File: config.mk
export PLATFORM = sky130hd
export DESIGN_NAME = stxe_core
export DESIGN_NICKNAME = d
export VERILOG_FILES = /design/src/stxe_pkg.sv /design/src/stxe_core.sv /design/src/stxe_alu.sv
export SDC_FILE = /design/constraint.sdc
export NUM_CORES = 1
export LEC_CHECK = 0
export ABC_CLOCK_PERIOD_IN_PS = 2900
export BUFFER_PORTS_ARGS = -buffer_cell sky130_fd_sc_hd__buf_2
export CAP_MARGIN = 25
export CORE_MARGIN = 1
export CORE_UTILIZATION = 50
export DETAILED_ROUTE_END_ITERATION = 16
export PLACE_DENSITY = 0.84
export SLEW_MARGIN = 25
export SYNTH_ARGS = -nofsm -noshare
export SYNTH_HDL_FRONTEND = slang
export SYNTH_HIERARCHICAL = 1
export SYNTH_SLANG_ARGS = --single-unit
export TNS_END_PERCENT = 30
File: constraint.sdc
create_clock -name i_sys_clk -period 2.9 [get_ports i_sys_clk]
set_input_delay 0.58 -clock i_sys_clk [delete_from_list [all_inputs] [get_ports i_sys_clk]]
set_output_delay 0.58 -clock i_sys_clk [all_outputs]
set_load 0.005 [all_outputs]
File: src/stxe_pkg.sv
// package for the skip, table read and xor execution block
package stxe_pkg;
  // ----------------------------------------
  // operation codes
  // ----------------------------------------
  typedef enum logic [3:0] {
    STXE_OP_NONE,
    STXE_OP_SKIP_IF_ZERO,
    STXE_OP_COPY_SKIP_IF_ZERO,
    STXE_OP_SKIP_IF_BIT_ZERO,
    STXE_OP_TABLE_READ_CURRENT,
    STXE_OP_TABLE_READ_LAST,
    STXE_OP_XOR_TO_ACC,
    STXE_OP_XOR_TO_MEMORY,
    STXE_OP_XOR_IMMEDIATE
  } stxe_op_e;

  // ----------------------------------------
  // widths and reset values
  // ----------------------------------------
  localparam int          STXE_DATA_W       = 8;
  localparam int          STXE_ROM_AW       = 15;
  localparam int          STXE_PAGE_W       = STXE_ROM_AW - STXE_DATA_W;
  localparam logic [7:0]  STXE_ACC_RST      = 8'h00;
  localparam logic [7:0]  STXE_TBH_RST      = 8'h00;
  localparam logic [6:0]  STXE_LAST_PAGE    = 7'h7f;
  localparam int          STXE_SKIP_CYCLES  = 2;
  localparam int          STXE_PLAIN_CYCLES = 1;
endpackage : stxe_pkg

File: src/stxe_core.sv
// execution stage for skips, table reads and xor instructions
`timescale 1ns/1ps
module stxe_core
  import stxe_pkg::*;
(
  input  wire logic                      i_sys_clk,
  input  wire logic                      i_arst_n,
  input  wire logic                      i_valid,
  input  wire stxe_pkg::stxe_op_e        i_op,
  input  wire logic [7:0]                i_mem,
  input  wire logic [7:0]                i_literal,
  input  wire logic [2:0]                i_bit_idx,
  input  wire logic [7:0]                i_table_pointer,
  input  wire logic [6:0]                i_pc_page,
  input  wire logic [15:0]               i_rom_word,
  output logic                           o_busy,
  output logic                           o_done,
  output logic                           o_discard_prefetch,
  output logic [stxe_pkg::STXE_ROM_AW-1:0] o_rom_addr,
  output logic                           o_rom_rd,
  output logic                           o_mem_we,
  output logic [7:0]                     o_mem_wdata,
  output logic [7:0]                     o_acc,
  output logic [7:0]                     o_table_high_byte,
  output logic                           o_zero_flag
);
  import stxe_pkg::*;

  // ----------------------------------------
  // reset release
  // ----------------------------------------
  logic rst_meta_q;
  logic rst_n_q;

  // two flip-flops release the asynchronous reset
  always_ff @(posedge i_sys_clk or negedge i_arst_n) begin
    if (!i_arst_n) begin
      rst_meta_q <= 1'b0;
      rst_n_q    <= 1'b0;
    end else begin
      rst_meta_q <= 1'b1;
      rst_n_q    <= rst_meta_q;
    end
  end

  // ----------------------------------------
  // helper functions
  // ----------------------------------------
  // a request counts only outside the dummy cycle
  function automatic logic req_taken(input logic valid, input logic busy);
    return valid && !busy;
  endfunction : req_taken

  // both table reads share the rom strobe and the split of the word
  function automatic logic is_table_op(input stxe_op_e op);
    return (op == STXE_OP_TABLE_READ_CURRENT) || (op == STXE_OP_TABLE_READ_LAST);
  endfunction : is_table_op

  // the pointer picks the word, the op picks the program page or the last page
  function automatic logic [STXE_ROM_AW-1:0] table_addr(
    input stxe_op_e   op,
    input logic [6:0] pc_page,
    input logic [7:0] pointer
  );
    logic [6:0] page;
    page = (op == STXE_OP_TABLE_READ_LAST) ? STXE_LAST_PAGE : pc_page;
    return {page, pointer};
  endfunction : table_addr

  // ----------------------------------------
  // operation decode
  // ----------------------------------------
  logic       alu_skip;
  logic [7:0] alu_result;
  logic       alu_wr_acc;
  logic       alu_wr_mem;
  logic       alu_wr_tbh;
  logic       alu_wr_zero;
  stxe_op_e   op_eff;

  // ignore new requests while the dummy cycle runs
  logic take;
  assign take   = req_taken(i_valid, o_busy);
  assign op_eff = take ? i_op : STXE_OP_NONE;

  stxe_alu u_alu (
    .i_op       (op_eff),
    .i_mem      (i_mem),
    .i_acc      (o_acc),
    .i_literal  (i_literal),
    .i_bit_idx  (i_bit_idx),
    .i_rom_word (i_rom_word),
    .o_skip     (alu_skip),
    .o_result   (alu_result),
    .o_wr_acc   (alu_wr_acc),
    .o_wr_mem   (alu_wr_mem),
    .o_wr_tbh   (alu_wr_tbh),
    .o_wr_zero  (alu_wr_zero)
  );

  // ----------------------------------------
  // table address
  // ----------------------------------------
  logic [STXE_ROM_AW-1:0] rom_addr_d;
  logic                   rom_rd_d;
  logic [7:0]             tbh_d;

  // address and high byte of a table read; both hold between reads
  always_comb begin
    rom_rd_d   = 1'b0;
    rom_addr_d = o_rom_addr;
    tbh_d      = o_table_high_byte;
    if (take && is_table_op(i_op)) begin
      rom_addr_d = table_addr(i_op, i_pc_page, i_table_pointer);
      rom_rd_d   = 1'b1;
    end
    // high byte lands in the same cycle as the low byte goes to memory
    if (alu_wr_tbh) begin
      tbh_d = i_rom_word[15:8];
    end
  end

  // table read registers: address, strobe and high byte
  always_ff @(posedge i_sys_clk or negedge rst_n_q) begin
    if (!rst_n_q) begin
      o_rom_addr        <= '0;
      o_rom_rd          <= 1'b0;
      o_table_high_byte <= STXE_TBH_RST;
    end else begin
      o_rom_addr        <= rom_addr_d;
      o_rom_rd          <= rom_rd_d;
      o_table_high_byte <= tbh_d;
    end
  end

  // ----------------------------------------
  // instruction timing
  // ----------------------------------------
  // a taken skip costs one extra cycle; the word that was fetched behind
  // the skip is thrown away and the fetch side refills during the dummy
  typedef enum logic [0:0] {STXE_ST_RUN, STXE_ST_DUMMY} stxe_state_e;
  stxe_state_e state_q;
  stxe_state_e state_d;
  logic        busy_d;
  logic        done_d;
  logic        discard_d;

  // next state: a taken skip enters the dummy cycle for exactly one cycle
  always_comb begin
    state_d   = state_q;
    busy_d    = 1'b0;
    done_d    = 1'b0;
    discard_d = 1'b0;
    case (state_q)
      STXE_ST_RUN: begin
        if (take) begin
          if (alu_skip) begin
            state_d   = STXE_ST_DUMMY;
            busy_d    = 1'b1;
            discard_d = 1'b1;
          end else begin
            done_d = 1'b1;
          end
        end
      end
      STXE_ST_DUMMY: begin
        state_d = STXE_ST_RUN;
        done_d  = 1'b1;
      end
      default: begin
        state_d = STXE_ST_RUN;
      end
    endcase
  end

  // timing registers; busy is registered so requests see it settled
  always_ff @(posedge i_sys_clk or negedge rst_n_q) begin
    if (!rst_n_q) begin
      state_q            <= STXE_ST_RUN;
      o_busy             <= 1'b0;
      o_done             <= 1'b0;
      o_discard_prefetch <= 1'b0;
    end else begin
      state_q            <= state_d;
      o_busy             <= busy_d;
      o_done             <= done_d;
      o_discard_prefetch <= discard_d;
    end
  end

  // ----------------------------------------
  // accumulator, zero flag and memory write
  // ----------------------------------------
  logic       mem_we_d;
  logic [7:0] mem_wdata_d;
  logic [7:0] acc_d;
  logic       zero_d;

  // skip tests raise no write strobe, so a tested byte stays as it was
  always_comb begin
    mem_we_d    = alu_wr_mem;
    mem_wdata_d = alu_result;
    acc_d       = alu_wr_acc ? alu_result : o_acc;
    zero_d      = alu_wr_zero ? (alu_result == 8'h00) : o_zero_flag;
  end

  // data registers; write data toggles freely, only the strobe qualifies it
  always_ff @(posedge i_sys_clk or negedge rst_n_q) begin
    if (!rst_n_q) begin
      o_mem_we    <= 1'b0;
      o_mem_wdata <= 8'h00;
      o_acc       <= STXE_ACC_RST;
      o_zero_flag <= 1'b0;
    end else begin
      o_mem_we    <= mem_we_d;
      o_mem_wdata <= mem_wdata_d;
      o_acc       <= acc_d;
      o_zero_flag <= zero_d;
    end
  end
endmodule : stxe_core

File: src/stxe_alu.sv
// combinational result and skip decision for each operation
`timescale 1ns/1ps
module stxe_alu
  import stxe_pkg::*;
(
  input  wire stxe_pkg::stxe_op_e i_op,
  input  wire logic [7:0]         i_mem,
  input  wire logic [7:0]         i_acc,
  input  wire logic [7:0]         i_literal,
  input  wire logic [2:0]         i_bit_idx,
  input  wire logic [15:0]        i_rom_word,
  output logic                    o_skip,
  output logic [7:0]              o_result,
  output logic                    o_wr_acc,
  output logic                    o_wr_mem,
  output logic                    o_wr_tbh,
  output logic                    o_wr_zero
);
  import stxe_pkg::*;

  // decode one operation into its effects
  always_comb begin
    o_skip    = 1'b0;
    o_result  = 8'h00;
    o_wr_acc  = 1'b0;
    o_wr_mem  = 1'b0;
    o_wr_tbh  = 1'b0;
    o_wr_zero = 1'b0;
    case (i_op)
      STXE_OP_SKIP_IF_ZERO: begin
        o_skip = (i_mem == 8'h00);
      end
      STXE_OP_COPY_SKIP_IF_ZERO: begin
        o_result = i_mem;
        o_wr_acc = 1'b1;
        o_skip   = (i_mem == 8'h00);
      end
      STXE_OP_SKIP_IF_BIT_ZERO: begin
        o_skip = ~i_mem[i_bit_idx];
      end
      STXE_OP_TABLE_READ_CURRENT, STXE_OP_TABLE_READ_LAST: begin
        o_result = i_rom_word[7:0];
        o_wr_mem = 1'b1;
        o_wr_tbh = 1'b1;
      end
      STXE_OP_XOR_TO_ACC: begin
        o_result  = i_acc ^ i_mem;
        o_wr_acc  = 1'b1;
        o_wr_zero = 1'b1;
      end
      STXE_OP_XOR_TO_MEMORY: begin
        o_result  = i_acc ^ i_mem;
        o_wr_mem  = 1'b1;
        o_wr_zero = 1'b1;
      end
      STXE_OP_XOR_IMMEDIATE: begin
        o_result  = i_acc ^ i_literal;
        o_wr_acc  = 1'b1;
        o_wr_zero = 1'b1;
      end
      default: begin
        o_skip = 1'b0;
      end
    endcase
  end
endmodule : stxe_alu

# Yosys cells after proc, flatten, opt, wreduce, memory -nomap -nowiden
# Index checks and enable logic that the tools add are counted.
[word_totals] register_bits=47 latch_bits=0 mem_bits_rw=0 rom_bits=0 in_bits=57 output_inout_bits=45 word_cells=57 n_memories=0
[classes] add_sub_neg=0 n_mul=0 div_mod_pow=0 order_cmp=1 eq_ne=10 shifts=0 n_mux=18 bitwise=4 n_reduce_logical=12
[op_table] op="8-bit case mux with 4 select lines" count=1
[op_table] op="4-bit by 3-bit equality test with 1-bit output, second input constant" count=6
[op_table] op="8-bit logical NOT" count=2
[op_table] op="8-bit bitwise XOR" count=2
[op_table] op="1-bit two-way mux" count=11
[op_table] op="3-bit OR reduction" count=3
[op_table] op="4-bit by 2-bit equality test with 1-bit output, second input constant" count=2
[op_table] op="7-bit two-way mux" count=1
[op_table] op="1-bit case mux with 2 select lines" count=3
[op_table] op="2-bit OR reduction" count=3
[op_table] op="4-bit by 1-bit equality test with 1-bit output, second input constant" count=1
[op_table] op="4-bit equality test, second input constant" count=1
[op_table] op="3-bit by 4-bit < comparator with 1-bit output, second input constant" count=1
[op_table] op="4-bit two-way mux" count=1
[op_table] op="1-bit binary-select mux with 3-bit select" count=1
[op_table] op="1-bit logical AND" count=2
[op_table] op="1-bit inverter" count=2
[op_table] op="1-bit logical NOT" count=1
[op_table] op="1-bit logical OR" count=1

# Depth between registers and ports, before layout
# Gate-level depths: netlist (run 1).
[logic_depth] ltp_word=9 depth_mapped=10 mapped_depth_nobuf=8

# Cells and area by module
# The synthesis (run 1) kept the hierarchy.
[by_module_without_submodules] module="stxe_core" instances=1 cells_per_inst=106 area_per_inst_um2=1724.2 seq_area_each_um2=1151.1
[by_module_without_submodules] module="stxe_alu" instances=1 cells_per_inst=65 area_per_inst_um2=585.6 seq_area_each_um2=0.0

# Worst setup path before layout (run 1)
# OpenSTA, ideal clock, no wires.
[synth_path] path_type="input to register" from="in i_valid" to="reg o_zero_flag" setup_time_ps=127 arrival_time_ps=2290 required_time_ps=2773 slack_ps=483 path_stages=10 n_path_buf=2 cell_sequence="nor2b_4 and2_1 buf_6 or4b_4 buf_6 o221a_1 o22ai_1 nor4_1 nand4b_1 o21ai_0"
[synth_between] elab_chain_cells=6 elab_cells_between_ends=14
[synth_lines] element="start: declaration" line_no="stxe_core.sv:8" rtl="input wire logic i_valid,"
[synth_lines] element="1-bit logical AND *" line_no="stxe_core.sv:51" rtl="return valid && !busy;"
[synth_lines] element="4-bit two-way mux *" line_no="stxe_core.sv:84" rtl="assign op_eff = take ? i_op : STXE_OP_NONE;"
[synth_lines] element="net op_eff[2]" line_no="stxe_core.sv:79" rtl="stxe_op_e op_eff;"
[synth_lines] element="4-bit by 3-bit equality test with 1-bit output" line_no="stxe_alu.sv:29" rtl="case (i_op)"
[synth_lines] element="2-bit OR reduction, on equally long branches"
[synth_lines] element="8-bit case mux with 4 select lines *" line_no="stxe_alu.sv:29"
[synth_lines] element="net alu_result[2]" line_no="stxe_core.sv:74" rtl="logic [7:0] alu_result;"
[synth_lines] element="8-bit logical NOT *" line_no="stxe_core.sv:204" rtl="zero_d = alu_wr_zero ? (alu_result == 8'h00) : o_zero_flag;"
[synth_lines] element="end signal: assignment" line_no="stxe_core.sv:218" rtl="o_zero_flag <= zero_d;"
[synth_lines] element="end: declaration" line_no="stxe_core.sv:25" rtl="output logic o_zero_flag"
# The timed path passes the listed nets; every way through them passes the cells marked *.
# A chain may end at the register's enable or synchronous reset.

==> metrics.cfg, run 1 <==
[outcome]
outcome = completed

[synth]
synth_most_common_cell = dfrtp_1
syn_inst = 171
yosys.area.top_type_share_pct = 49.8
ys_types = 40
synthSimpleGateAreaFrac_pct = 12.0
synth_ff_type = dfrtp_1
syn_nets = 228
yosys.area_share.xor_xnor_pct = 0
syn_avg_cell_area_um2 = 13.5
yosysWarnings = 6
synth-seq-area-share_pct = 49.8
synth_top_family_by_area = multiplexers
synth-compound-area-share_pct = 13.2
async_reset_ff_share_pct = 100
synth_edf_count = 0
synth_area_um2 = 2310
synth_adder_area_share_pct = 0
ys_seq_elements = 46
yosys-top-cells-area = dfrtp_1, mux2_2, mux2_4
synthMuxAreaShare_pct = 18.5
yosysTopAreaCell = dfrtp_1
synth.cells.most_frequent = dfrtp_1, mux2_2, mux2_4

[grt]
met1_usage_pct = 29.9
busiest_layer = met2
grt_max_degree = 45
grt_pass1_vias = 1768
met2_usage_pct = 33.1
grt_pass1_wl_um = 8400
antenna_found_initial = 0
grt_use_total_pct = 22.0
grt_overflow = 0
use_met3_pct = 4.47

[floorplanning]
start_util_pct = 52.7
io_pins = 102
die_x_um = 70.0
core_um2 = 4380
die_y_um = 70.0
rows = 24
dieArea_um2 = 4900

[placement]
io_buffers = 101
hpwl_um = 3830
dp_cells = 317
gp_congestion = 0.934

[worst_setup_path]
rr_startpoint = o_discard_prefetch$_DFF_PN0_
critPathCaptureType = flip-flop
cp.arrival_ns = 2.79
critical_path.max_fanout = 11
startpoint = o_discard_prefetch$_DFF_PN0_
reg2reg_slack_ns = 0.29
cp.required_ns = 3.08
r2r_cells = 8
critPathKind = reg -> reg
slowest_delay_ns = 0.75
worst_setup_path_start_kind = flip-flop
path_cells = nor2b_4, and2_1, nor4b_2, a221oi_1, o22ai_1, nor4_1, nand4b_1, o21ai_0
path_buf_inv = 0
crit_slowest_cell = nor4b_2
crit_family = simple AND/OR/NAND/NOR gates
rr_endpoint = o_zero_flag$_DFFE_PN0P_

[layout]
drive_gt1_share_pct = 55.7
num_antenna_cells = 0
nets = 329
area_delta_synth_final_pct = 24.8
nFillCells = 338
instances_no_fill = 325

[sta]
period_share_pct = 89.8
fmax_mhz = 384
rsz0062_at_grt = false
period_needed_ns = 2.61
final_hold_viol_count = 0
setup_viol = 0
drv_slew = 0
slew_headroom_pct = 44.3
worst_pin_slew_ns = 0.833
fin_worst_skew_ns = 0.0138
fin_setup_tns_ns = 0

[route]
drtIter0Drc = 89
drc = 0
drt-total-wl_um = 5310
firstDrtPassIters = 4
vias = 1871
drt-vias-per-instance = 5.76
antenna_left = 0
avgRoutedWirePerCell_um = 16.3

[clocking]
clkSinkCount = 46
cts_hold_buf = 0
cts_tree = done
cts.clk_slew.worst_paths_ns = 0.09
numCtsBuffers = 5
cts_setup_buffers = 0
htreeDepth = 2
insertion_delay_ns = 0.30
clock_path_buffers = 2
cts.repair.resized = 0
root_buffer = clkbuf_8

[job]
cap_violations = 0

[power]
ir_worst_vdd_uv = 507
power.density_nw_per_um2 = 693
power_leakage_nw = 1.41

[hold_path]
worstHoldPathType = in -> async

## metrics by stage
stage	area, um^2	hold slack (ns)	worst slack, ns	utilization (%)	total power, mW
2_1_floorplan	2310	0.284	0.483	-	1.30
3_3_place_gp	2790	0.334	0.247	63.5	1.57
3_5_place_dp	2790	0.343	0.100	63.5	1.60
4_1_cts	2880	0.0440	0.380	65.7	2.01
5_1_grt	2880	0.0365	0.122	65.8	2.11
6_report	2880	0.0467	0.294	65.8	2.00
## power breakdown
part,total [mW],switching (mW),internal (mW)
Combinational,0.646,0.269,0.377
Sequential,0.943,0.115,0.829
Clock,0.408,0.211,0.197
## routing by layer
metal	share of wire, %	wire (um)
met1	41	2190
met2	49	2580
met3	7.2	382
met4	3.1	167
met5	0	0
## area by class of cell
cell class                      count  area [um^2]  area share (%)
Clock buffer                        7         86.3            2.99
Clock inverter                      1         8.76           0.304
Inverter                            5         18.8           0.651
Multi-Input combinational cell    109         1010            35.2
Sequential cell                    46         1150            40.1
Tap cell                           52         65.1            2.26
Timing Repair Buffer              105          536            18.6
## registers in the layout, indices dropped and copies added (netlist names), 8 cells and up
register and flops:
o_acc 8, o_rom_addr 15, o_mem_wdata 8, o_table_high_byte 8
## cell usage in the layout, fill, tap and decap left out, types with 8 or more instances in the layout
| cell type | n |
|---|---|
| mux2_4 | 9 |
| buf_2 | 101 |
| a221oi_1 | 8 |
| o22ai_1 | 8 |
| nand2b_1 | 8 |
| mux2_2 | 22 |
| a32oi_1 | 8 |
| o221a_1 | 8 |
| dfrtp_1 | 45 |
## cells by family (layout without fill, tap and decap cells)
group / after synthesis / in the layout
muxes: 33 / 33
buffers and inverters: 16 / 118
AOI/OAI and AO/OA: 36 / 36
other: 1 / 1
DFF: 46 / 46
and+or+nand+nor: 39 / 39
## worst max path at each step
stage,end,slack [ns],cells past startpoint
after floorplan,o_zero_flag$_DFFE_PN0P_,0.48,10
final,o_zero_flag$_DFFE_PN0P_,0.29,8
after CTS,o_zero_flag$_DFFE_PN0P_,0.38,8
after global placement,o_zero_flag$_DFFE_PN0P_,0.25,9
after global routing,o_zero_flag$_DFFE_PN0P_,0.12,8
after detailed placement,o_zero_flag$_DFFE_PN0P_,0.10,9
Power figures use the tool's default switching activity.
==> inputs of run 2 (changes only) <==
REMOVE_ABC_BUFFERS = 1   (was unset)
==> run 2 against run 1 <==
Compared with the run above: clock-buffer cell count is 2 lower; register-to-register slack better by 0.18 ns; largest cell class unchanged; utilization is 0.97 points higher; largest power group unchanged; critical endpoint unchanged; design area is 1.5% higher.
==> metrics.cfg, run 2 (synthesis results as in run 1) <==
[grt]
antenna_found_initial = 0
grt_use_total_pct = 21.5
grt_pass1_vias = 1695
grt_pass1_wl_um = 8220
grt_max_degree = 45
grt_overflow = 0

[layout]
fin_util_pct = 66.7
largest_reg_flops = 15
area_delta_synth_final_pct = 26.7
final_common_cell = buf_2
layout_common_cells = buf_2, dfrtp_1, mux2_2, mux2_4
nets = 329
multiInputGateArea_um2 = 1010
drive_gt1_share_pct = 56.0
top_register = o_rom_addr
nFillCells = 344
ff_latch_area_um2 = 1150
num_antenna_cells = 0

[worst_setup_path]
critPathCaptureType = flip-flop
critical_path.max_fanout = 8
critPathKind = reg -> reg
cp.arrival_ns = 2.60
startpoint = o_discard_prefetch$_DFF_PN0_
rr_startpoint = o_discard_prefetch$_DFF_PN0_
worst_setup_path_start_kind = flip-flop
cp.required_ns = 3.08

[clocking]
cts_hold_buf = 0
cts_tree = done
cts_setup_buffers = 0
numCtsBuffers = 5
htreeDepth = 2
clkSinkCount = 46
cts.repair.resized = 0
insertion_delay_ns = 0.29
clock_path_buffers = 2
root_buffer = clkbuf_8
cts.clk_slew.worst_paths_ns = 0.08

[sta]
fmax_mhz = 413
fin_worst_skew_ns = 0.00559
period_share_pct = 83.5
fin_setup_tns_ns = 0
worst_pin_slew_ns = 0.743
rsz0062_at_grt = false
setup_viol = 0
final_hold_viol_count = 0
slew_headroom_pct = 50.4
layout_setup_ws_ns = 0.479
period_needed_ns = 2.42
drv_slew = 0

[power]
power.density_nw_per_um2 = 733
power_leakage_nw = 1.43
ir_worst_vdd_uv = 347

[route]
drt-vias-per-instance = 5.70
avgRoutedWirePerCell_um = 15.8
antenna_left = 0
drt-total-wl_um = 5140
met1_length_um = 2220
drc = 0
vias = 1852
drtIter0Drc = 93
firstDrtPassIters = 4
wl_met3_um = 455
met2RoutedLength_um = 2440
top_layer_used = met4

[hold_path]
worstHoldPathType = in -> async

[floorplanning]
die_y_um = 70.0
rows = 24
die_x_um = 70.0
io_pins = 102
start_util_pct = 52.7
dieArea_um2 = 4900
core_um2 = 4380

[placement]
io_buffers = 101
hpwl_um = 3840
preCtsSetupSlack_ns = 0.209
gp_congestion = 0.882

[outcome]
outcome = completed

[job]
cap_violations = 0

[run 2: cell count changes in the layout (fill, tap and decap cells not counted)]
cell and change:
clkbuf_1 -1, inv_6 -1, bufinv_16 +2, clkbuf_8 -1, clkinv_4 +1
[run 2: layout make-up]
type | count | share of cell area (%)
inverters | 5 | 0.642
well taps | 52 | 2.22
clock buffers | 5 | 2.35
flip-flops and latches | 46 | 39.5
clock inverters | 3 | 2.35
repair buffers | 105 | 18.3
multi-input cells | 109 | 34.6
[run 2: per-layer routing]
layer | track usage, % | vias to the layer above
met2 | 34.0 | 110
met3 | 5.19 | 2
met5 | 0 | -
met1 | 29.9 | 886
li1 | - | 854
met4 | 5.33 | 0
[run 2: where the power goes]
group          total, mW  leakage [nW]  internal, mW  switching [mW]
sequential         0.954         0.557         0.829           0.125
combinational      0.636         0.808         0.376           0.260
clock              0.554        0.0683         0.345           0.209
total               2.14          1.43          1.55           0.594
[run 2: final timing paths]
kind | end | slack (ns) | cells past startpoint
setup / recovery | o_zero_flag$_DFFE_PN0P_ | 0.48 | 8
hold / removal | rst_n_q$_DFF_PN0_ | 0.05 | 1
setup reg to reg | o_zero_flag$_DFFE_PN0P_ | 0.48 | 8
hold reg to reg | o_rom_addr[11]$_DFFE_PN0P_ | 0.32 | 0
max in group asynchronous | o_zero_flag$_DFFE_PN0P_ | 2.20 | 0
min in group i_sys_clk | rst_n_q$_DFF_PN0_ | 0.36 | 0
[run 2: per-stage QoR]
stage          area (um^2)  instances  total power [mW]  hold WS, ns
4_1_cts               2920        325              2.17       0.0406
5_1_grt               2930        325              2.27       0.0427
3_3_place_gp          2790        317              1.58        0.339
3_5_place_dp          2790        317              1.60        0.340
2_1_floorplan         2180        160              1.29        0.284
6_report              2930        325              2.14       0.0535
[run 2: critical path, cell delays in order, from the launching register on]
cell      delay (ns)
dfrtp_1         0.44
nor2b_4         0.19
and2_1          0.26
nor4b_2         0.65
a221oi_1        0.21
o22ai_1         0.26
nor4_1          0.11
nand4b_1        0.10
o21ai_0         0.08
